==> src/core/hie3_pkg.sv <==
// Package of constants for the channel-3 host IRQ10 enable bit block.
`default_nettype none
package hie3_pkg;
    localparam int   HIE3_EN_BIT      = 6;
    localparam logic HIE3_EN_RESET    = 1'b0;
    localparam logic HIE3_ARMED_RESET = 1'b0;
    localparam logic HIE3_FLAG_RESET  = 1'b0;
    localparam logic HIE3_IRQ_RESET   = 1'b0;
endpackage
`default_nettype wire

==> src/core/hie3_armed.sv <==
// Read-zero tracker that qualifies a later write of one to a status-gated bit.
`default_nettype none
module hie3_armed
    import hie3_pkg::*;
(
    input  wire logic clk,
    input  wire logic rst,
    input  wire logic clr,
    input  wire logic rd,
    input  wire logic wr,
    input  wire logic bit_val,
    output logic      armed
);
    logic armed_r;

    // A read that sees zero arms; any write consumes the arming.
    always_ff @(posedge clk or posedge rst) begin
        if (rst) begin
            armed_r <= HIE3_ARMED_RESET;
        end else if (clr || wr) begin
            armed_r <= 1'b0;
        end else if (rd && !bit_val) begin
            armed_r <= 1'b1;
        end
    end

    assign armed = armed_r;
endmodule
`default_nettype wire

==> src/core/hie3_top.sv <==
// Channel-3 host interrupt-10 enable bit with direct-request mode.
`default_nettype none
module hie3_top
    import hie3_pkg::*;
(
    input  wire logic       CORE_CLK,
    input  wire logic       RST,
    input  wire logic       LPC_HW_RESET,
    input  wire logic       LPC_SW_RESET,
    input  wire logic       SLV_RD,
    input  wire logic       SLV_WR,
    input  wire logic [7:0] SLV_WDATA,
    input  wire logic       DIRECT_REQUEST_MODE_3,
    input  wire logic       OUTPUT_FULL_FLAG_3,
    output logic            HOST_IRQ10_ENABLE_3,
    output logic            HOST_INTERRUPT_LINE_10
);
    // ***************************************************************
    // State
    // ***************************************************************
    logic en_r;
    logic en_nxt;
    logic obf_r;
    logic irq_r;
    logic irq_nxt;
    logic armed;
    logic lpc_rst;
    logic obf_fall;
    logic wr_bit;

    assign lpc_rst  = LPC_HW_RESET || LPC_SW_RESET;
    // The flag is set by the output data register 3 write elsewhere. 
    assign obf_fall = obf_r && !OUTPUT_FULL_FLAG_3;
    assign wr_bit   = SLV_WDATA[HIE3_EN_BIT];

    hie3_armed u_armed (
        .clk     (CORE_CLK),
        .rst     (RST),
        .clr     (lpc_rst),
        .rd      (SLV_RD),
        .wr      (SLV_WR),
        .bit_val (en_r),
        .armed   (armed)
    );

    // ***************************************************************
    // Enable bit
    // ***************************************************************
    // Clears take priority over a qualified set in the same cycle, since
    // a fall of the flag means the host already drained the data.
    always_comb begin
        en_nxt = en_r;
        if (lpc_rst) begin
            en_nxt = 1'b0;
        end else if (!DIRECT_REQUEST_MODE_3 && obf_fall) begin
            en_nxt = 1'b0;
        end else if (SLV_WR && !wr_bit) begin
            en_nxt = 1'b0;
        end else if (SLV_WR && wr_bit && armed) begin
            en_nxt = 1'b1;
        end
    end

    always_ff @(posedge CORE_CLK or posedge RST) begin
        if (RST) begin
            en_r <= HIE3_EN_RESET;
        end else begin
            en_r <= en_nxt;
        end
    end

    always_ff @(posedge CORE_CLK or posedge RST) begin
        if (RST) begin
            obf_r <= HIE3_FLAG_RESET;
        end else begin
            obf_r <= OUTPUT_FULL_FLAG_3;
        end
    end

    // ***************************************************************
    // Request toward the host
    // ***************************************************************
    always_comb begin
        if (DIRECT_REQUEST_MODE_3) begin
            irq_nxt = en_nxt;
        end else begin
            irq_nxt = en_nxt && OUTPUT_FULL_FLAG_3;
        end
    end

    always_ff @(posedge CORE_CLK or posedge RST) begin
        if (RST) begin
            irq_r <= HIE3_IRQ_RESET;
        end else begin
            irq_r <= irq_nxt;
        end
    end

    assign HOST_IRQ10_ENABLE_3    = en_r;
    assign HOST_INTERRUPT_LINE_10 = irq_r;

    // ***************************************************************
    // Checks
    // ***************************************************************
    property p_wr_zero;
        @(posedge CORE_CLK) disable iff (RST)
        SLV_WR && !wr_bit |=> !HOST_IRQ10_ENABLE_3;
    endproperty
    a_wr_zero: assert property (p_wr_zero)
        else $error("enable not cleared by zero write");

    property p_lpc_rst;
        @(posedge CORE_CLK) disable iff (RST)
        LPC_HW_RESET || LPC_SW_RESET |=> !HOST_IRQ10_ENABLE_3;
    endproperty
    a_lpc_rst: assert property (p_lpc_rst)
        else $error("enable not cleared by lpc reset");

    property p_obf_fall;
        @(posedge CORE_CLK) disable iff (RST)
        !DIRECT_REQUEST_MODE_3 && $fell(OUTPUT_FULL_FLAG_3)
            |=> !HOST_IRQ10_ENABLE_3;
    endproperty
    a_obf_fall: assert property (p_obf_fall)
        else $error("enable not cleared on flag fall");

    property p_norm_irq;
        @(posedge CORE_CLK) disable iff (RST)
        !DIRECT_REQUEST_MODE_3 |=>
            HOST_INTERRUPT_LINE_10 ==
            (HOST_IRQ10_ENABLE_3 && $past(OUTPUT_FULL_FLAG_3));
    endproperty
    a_norm_irq: assert property (p_norm_irq)
        else $error("normal mode request mismatch");

    property p_dir_irq;
        @(posedge CORE_CLK) disable iff (RST)
        DIRECT_REQUEST_MODE_3 |=>
            HOST_INTERRUPT_LINE_10 == HOST_IRQ10_ENABLE_3;
    endproperty
    a_dir_irq: assert property (p_dir_irq)
        else $error("direct mode request mismatch");

    property p_set_qual;
        @(posedge CORE_CLK) disable iff (RST)
        !HOST_IRQ10_ENABLE_3 ##1 HOST_IRQ10_ENABLE_3
            |-> $past(SLV_WR) && $past(wr_bit) && $past(armed);
    endproperty
    a_set_qual: assert property (p_set_qual)
        else $error("enable set without qualified write");

    property p_arm;
        @(posedge CORE_CLK) disable iff (RST)
        SLV_RD && !SLV_WR && !HOST_IRQ10_ENABLE_3 && !lpc_rst |=> armed;
    endproperty
    a_arm: assert property (p_arm)
        else $error("zero read did not arm");

    property p_set_ok;
        @(posedge CORE_CLK) disable iff (RST)
        SLV_WR && wr_bit && armed && !lpc_rst && !obf_fall
            |=> HOST_IRQ10_ENABLE_3;
    endproperty
    a_set_ok: assert property (p_set_ok)
        else $error("qualified write did not set");

    // The record is a one-shot: every write and every LPC reset drops it,
    // so a read can qualify only the first write that follows it, however much later.
    property p_lpc_disarm;
        @(posedge CORE_CLK) disable iff (RST)
        lpc_rst |=> !armed;
    endproperty
    a_lpc_disarm: assert property (p_lpc_disarm)
        else $error("lpc reset did not drop the read record");

    property p_wr_disarm;
        @(posedge CORE_CLK) disable iff (RST)
        SLV_WR |=> !armed;
    endproperty
    a_wr_disarm: assert property (p_wr_disarm)
        else $error("write did not drop the read record");

    property p_rd_one;
        @(posedge CORE_CLK) disable iff (RST)
        SLV_RD && HOST_IRQ10_ENABLE_3 && !armed |=> !armed;
    endproperty
    a_rd_one: assert property (p_rd_one)
        else $error("read of one armed the set");

    property p_en_hold;
        @(posedge CORE_CLK) disable iff (RST)
        !SLV_WR && !lpc_rst && (DIRECT_REQUEST_MODE_3 || !obf_fall)
            |=> $stable(HOST_IRQ10_ENABLE_3);
    endproperty
    a_en_hold: assert property (p_en_hold)
        else $error("enable changed with no cause");

    property p_dir_keep;
        @(posedge CORE_CLK) disable iff (RST)
        DIRECT_REQUEST_MODE_3 && obf_fall && HOST_IRQ10_ENABLE_3 &&
            !SLV_WR && !lpc_rst |=> HOST_IRQ10_ENABLE_3;
    endproperty
    a_dir_keep: assert property (p_dir_keep)
        else $error("flag fall cleared enable in direct mode");

    // The line can never run ahead of the enable, in either mode.
    property p_irq_en;
        @(posedge CORE_CLK) disable iff (RST)
        HOST_INTERRUPT_LINE_10 |-> HOST_IRQ10_ENABLE_3;
    endproperty
    a_irq_en: assert property (p_irq_en)
        else $error("request raised while enable is clear");

    property p_dir_set;
        @(posedge CORE_CLK) disable iff (RST)
        DIRECT_REQUEST_MODE_3 && SLV_WR && wr_bit && armed && !lpc_rst
            |=> HOST_INTERRUPT_LINE_10;
    endproperty
    a_dir_set: assert property (p_dir_set)
        else $error("direct mode set did not raise request");
endmodule
`default_nettype wire

==> config.mk <==
export PLATFORM = sky130hd
export DESIGN_NAME = hie3_top
export DESIGN_NICKNAME = d
export VERILOG_FILES = /design/src/core/hie3_pkg.sv /design/src/core/hie3_armed.sv /design/src/core/hie3_top.sv
export SDC_FILE = /design/constraint.sdc
export NUM_CORES = 1
export LEC_CHECK = 0
export BUFFER_PORTS_ARGS = -buffer_cell sky130_fd_sc_hd__buf_4
export CAP_MARGIN = 20
export CORE_AREA = 10 10 47 49
export CTS_CLUSTER_DIAMETER = 60
export DETAILED_ROUTE_END_ITERATION = 7
export DIE_AREA = 0 0 57 59
export PLACE_DENSITY_LB_ADDON = 0.1
export SYNTH_ARGS = -nofsm -noshare
export SYNTH_HDL_FRONTEND = slang
export SYNTH_SLANG_ARGS = --single-unit
export TNS_END_PERCENT = 50
==> constraint.sdc <==
create_clock -name CORE_CLK -period 1.1 [get_ports CORE_CLK]
set_input_delay 0.11 -clock CORE_CLK [delete_from_list [all_inputs] [get_ports CORE_CLK]]
set_output_delay 0.11 -clock CORE_CLK [all_outputs]
set_load 0.02 [all_outputs]
======== Word level (Yosys, flattened, before mapping) ========
Cells that the tools add are included.
W data, S select, Z words.
cells by class
  $add $sub $neg .......................... 0
  multipliers ............................. 0
  divide/modulo/power cells ............... 0
  order comparisons ....................... 0
  equality and inequality tests ........... 0
  shift operators ......................... 0
  muxes and demuxes ....................... 7
  bitwise gates (word level) .............. 0
  reductions and logical operators ........ 14
operators with widths
  kind                 count
  $logic_and A1 B1 Y1  7
  $mux W1              7
  $logic_not A1 Y1     4
  $logic_or A1 B1 Y1   2
  $reduce_bool A2 Y1   1
storage, ports and cells
  register bits after elaboration ......... 4
  bits in latches ......................... 0
  bits in writable memories ............... 0
  memory bits (read-only) ................. 0
  input port bits ......................... 16
  logic and storage cells ................. 25
  memories kept ........................... 0

======== Depth between registers and ports, before layout ========
  depth in word-level cells ............... 8
  gate-level depth with buffers ........... 2
  depth with buffers taken out ............ 2

======== By module ========
Synthesis repeated with hierarchy kept, for this count alone.
unflattened totals
  cells, all modules ...................... 15
  area, all modules ....................... 183.9 µm²
by module, submodules not included
  module      instances  cells an instance  area each (µm²)
  hie3_top    1          10                 130.1
  hie3_armed  1          5                  53.8

======== Least setup slack after synthesis ========
No wires, ideal clock.
  kind .................................... flip-flop to flip-flop
  start ................................... register en_r, in the netlist HOST_IRQ10_ENABLE_3
  end ..................................... register en_r, in the netlist HOST_IRQ10_ENABLE_3
  library setup time ...................... 111 ps
  arrival time ............................ 846 ps
  data required time ...................... 989 ps
  setup slack ............................. 143 ps
  cell stages (with the launch flop) ...... 3
  period minus slack after synthesis ...... 957 ps
  path through ............................ dfrtp_1 -> a21oi_1 -> a2111oi_2
between the ends
  word-level cells in the longest chain between the ends .. 4
ends and longest elaborated chain
  element                   line            RTL
  start: declaration        hie3_top.sv:21  logic en_r;
  start signal: assignment  hie3_top.sv:68  en_r <= en_nxt;
  $mux W1                   hie3_top.sv:59  end else if (SLV_WR && wr_bit && armed) begin
  $mux W1                   hie3_top.sv:57  end else if (SLV_WR && !wr_bit) begin
  $mux W1                   hie3_top.sv:55  end else if (!DIRECT_REQUEST_MODE_3 && obf_fall) begin
  $mux W1                   hie3_top.sv:53  if (lpc_rst) begin
  net en_nxt                hie3_top.sv:22  logic en_nxt;
The timed path passes the listed nets, and every way through them passes these cells.
A chain may end at the register's enable or synchronous reset.

======== Worst setup path after layout ========
  start ................................... input OUTPUT_FULL_FLAG_3
  end ..................................... register en_r, in the netlist HOST_IRQ10_ENABLE_3
between the ends
  word-level cells in the longest chain between the ends .. 5
ends and longest elaborated chain
  element              line            RTL
  start: declaration   hie3_top.sv:14  input wire logic OUTPUT_FULL_FLAG_3,
  $logic_not A1 Y1     hie3_top.sv:33  assign obf_fall = obf_r && !OUTPUT_FULL_FLAG_3;
  $logic_and A1 B1 Y1  hie3_top.sv:33
  $logic_and A1 B1 Y1  hie3_top.sv:55
  $mux W1              hie3_top.sv:55
  $mux W1              hie3_top.sv:53
  net en_nxt           hie3_top.sv:22
The timed path passes the listed nets, and every way through them passes these cells.

==> results by group <==
Floorplanning
  – Boundary pin count: 18
  – Die height: 59 um
  – # rows: 14
  – Initial Utilization: 12.32%
  – Die X: 57 um
  – Core area: 0.001401 mm2
  – Die ar.: 0.003363 mm2

Placed design
  – Gpl congestion: 0.6708
  – Dpl cells: 40
  – Post-DP HPWL: 403.7 um
  – I/O Buffers: 10

Synthesis
  – Synth Cell Area: 172.7 um2
  – Synthesized area per cell: 12.33 um2
  – Mapped Nets: 30
  – Seq cells post-synth: 4
  – Post-Synthesis Cells: 14
  – YS warnings: 0
  – Yosys cell types: 10
  – Sequential area share after synthesis: 57.97%

Route
  – Initial DRC count: 0
  – Drt wl/cell: 10.22 um
  – Post-route ant nets: 0
  – Met2 wire length: 243 um
  – Metal3 WL: 23 um
  – Wirelength, routed: 460 um
  – Vias: 160
  – Uppermost layer routed: met4
  – First drt pass iteration count: 1
  – Met1 wire length: 175 um
  – Drt drc: 0
  – Average via count per standard cell: 3.556

Layout
  – Post-route insts no fill: 45
  – Reg area: 100.1 um2
  – Area added between synthesis and finish: 79.71%
  – # nets final: 47
  – Layout cells sized above 1: 55.17%
  – N_diodes: 0
  – Multi-input logic area: 65.06 um2
  – Fillers: 163

Global route
  – Initial antenna violation count: 0
  – Largest net degree at the start of global routing: 5
  – First-pass GRT wire length: 800 um
  – Number of global-route vias before repair: 186
  – Total GRT Usage: 3.287%
  – Overflow after GRT: 0

Critical path
  – CP endpoint: HOST_IRQ10_ENABLE_3
  – CP startpoint: OUTPUT_FULL_FLAG_3
  – Reg-to-reg critical path endpoint: HOST_IRQ10_ENABLE_3
  – Crit path DAT: 1.14 ns
  – Critical Path RT: 1.22 ns
  – Worst R2R Start: u_armed.armed
  – R2r setup slk: 0.21 ns
  – Crit. End Element: flip-flop
  – Critical Path Source Type: primary input
  – CP Max Fanout: 2
  – Setup CP Type: in -> reg
  – Worst R2R Path Depth: 2

Clock network
  – Post-CTS Setup Inserts: 0
  – Cts hold-fix bufs: 2
  – CTS Sinks: 4
  – Reg clk slew, reported paths: 0.03 ns
  – CTS HTree Levels: 1
  – Clk_lat worst skew: 0.23 ns
  – CTS tree: done
  – CTS Buffer Depth: 2
  – CTS buffer count: 3
  – CTS resizes: 0
  – Clk root buf: clkbuf_4

Timing
  – Final max-slew violation count: 0
  – Final Hold Fails: 0
  – Tcrit/Tclk final: 93.23%
  – RSZ-0062 raised after global routing: false
  – Headroom to the max-slew limit: 82.36%
  – Tmin final: 1.026 ns
  – Worst Tran Pin Value: 0.2647 ns
  – # setup viols final: 0
  – Setup TNS: 0 ns
  – Clk_skew: 0.003103 ns
  – Maximum clock rate: 975.1 MHz

Outcome
  – Status: finished clean

Job
  – Max Cap Violations: 0

Pwr
  – Clk pwr share: 47.0%
  – Pwr dens: 1209 mW/mm2
  – Int Pwr: 0.3021 mW
  – Switch share: 19.48%
  – Worst vdd ir: 0.2852 mV
  – Psw: 0.07308 mW
  – Combinational fraction of design power: 12.2%
  – Part of the power in registers: 40.8%
  – P_leak: 0.1441 nW

Min path
  – Worst Hold Class: in -> reg
## final cells by class
type / count / share of cell area, %
well taps: 16 / 6.452
inverters: 2 / 2.419
flip-flops and latches: 4 / 32.26
repair buffers: 12 / 30.65
multi-input cells: 8 / 20.97
clock buffers: 3 / 7.258
## synth_stat cells
master | number | area, um2
nor2b_1 | 1 | 6.260
or2_4 | 1 | 8.760
nor4_2 | 1 | 12.51
a2111oi_2 | 1 | 15.01
inv_1 | 2 | 7.510
a21oi_1 | 1 | 5.000
nor2_1 | 1 | 3.750
nand2b_1 | 1 | 6.260
dfrtp_1 | 4 | 100.1
a211oi_1 | 1 | 7.510
## worst max-delay path, cell delays in order
cell           delay [ns]
dlygate4sd3_1        0.53
buf_4                0.10
nor2_1               0.06
a2111oi_2            0.35
## power by group through the flow
stage          sequential (mW)  clock, mW  combinational [mW]
3_3_place_gp             0.155          0              0.0406
3_5_place_dp             0.155          0              0.0411
6_report                 0.153      0.176              0.0457
2_1_floorplan            0.155          0              0.0145
4_1_cts                  0.153      0.186              0.0468
5_1_grt                  0.153      0.198              0.0513
## sequential cells by signal, indices dropped and copies added (netlist names)
| register | count |
|---|---|
| u_armed.armed | 1 |
| HOST_IRQ10_ENABLE_3 | 1 |
| obf_r | 1 |
| HOST_INTERRUPT_LINE_10 | 1 |
## cells by family (layout without fill, tap and decap cells)
group	count (synthesis)	after routing	synth area share (%)
DFF	4	4	57.97
AOI/OAI and AO/OA	3	3	15.94
buffers and inverters	2	17	4.349
and+or+nand+nor	5	5	21.74
## metrics by stage
step	instance area, um2	hold WS (ns)	utilization [%]	power, mW	worst slack, ns
2_1_floorplan	172.7	-0.1239	-	0.1695	0.1427
3_5_place_dp	267.8	0.01071	19.11	0.1960	0.2133
5_1_grt	310.3	0.05630	22.14	0.4028	0.03470
6_report	310.3	0.05046	22.14	0.3752	0.07442
4_1_cts	310.3	0.04484	22.14	0.3860	0.08036
3_3_place_gp	267.8	0.009792	19.11	0.1957	0.1970
## layer usage
metal	track usage, %	up-vias
met2	4.651	7
met5	0	-
met1	2.857	71
met4	5.034	0
li1	-	80
met3	1.502	2
## worst min-delay path by stage
stage | to | slack [ns] | start | cells after the start
2_1_floorplan | HOST_INTERRUPT_LINE_10 | -0.12 | RST | 1
3_3_place_gp | HOST_INTERRUPT_LINE_10 | 0.01 | RST | 2
3_5_place_dp | HOST_IRQ10_ENABLE_3 | 0.01 | RST | 2
4_1_cts | u_armed.armed | 0.04 | SLV_WR | 2
5_1_grt | u_armed.armed | 0.06 | SLV_WR | 2
6_report | u_armed.armed | 0.05 | SLV_WR | 2
## cells in the final DEF, fill, tap and decap left out
cell type / netlist / routed
buf_4: 0 / 10
dfrtp_1: 4 / 4
clkbuf_4: 0 / 3
inv_1: 2 / 2
dlygate4sd3_1: 0 / 2
nor2_1: 1 / 1
a21oi_1: 1 / 1
nor2b_1: 1 / 1
or2_4: 1 / 1
a2111oi_2: 1 / 1
nor4_2: 1 / 1
nand2b_1: 1 / 1
a211oi_1: 1 / 1
No activity file was read; power rests on OpenSTA's default activity.
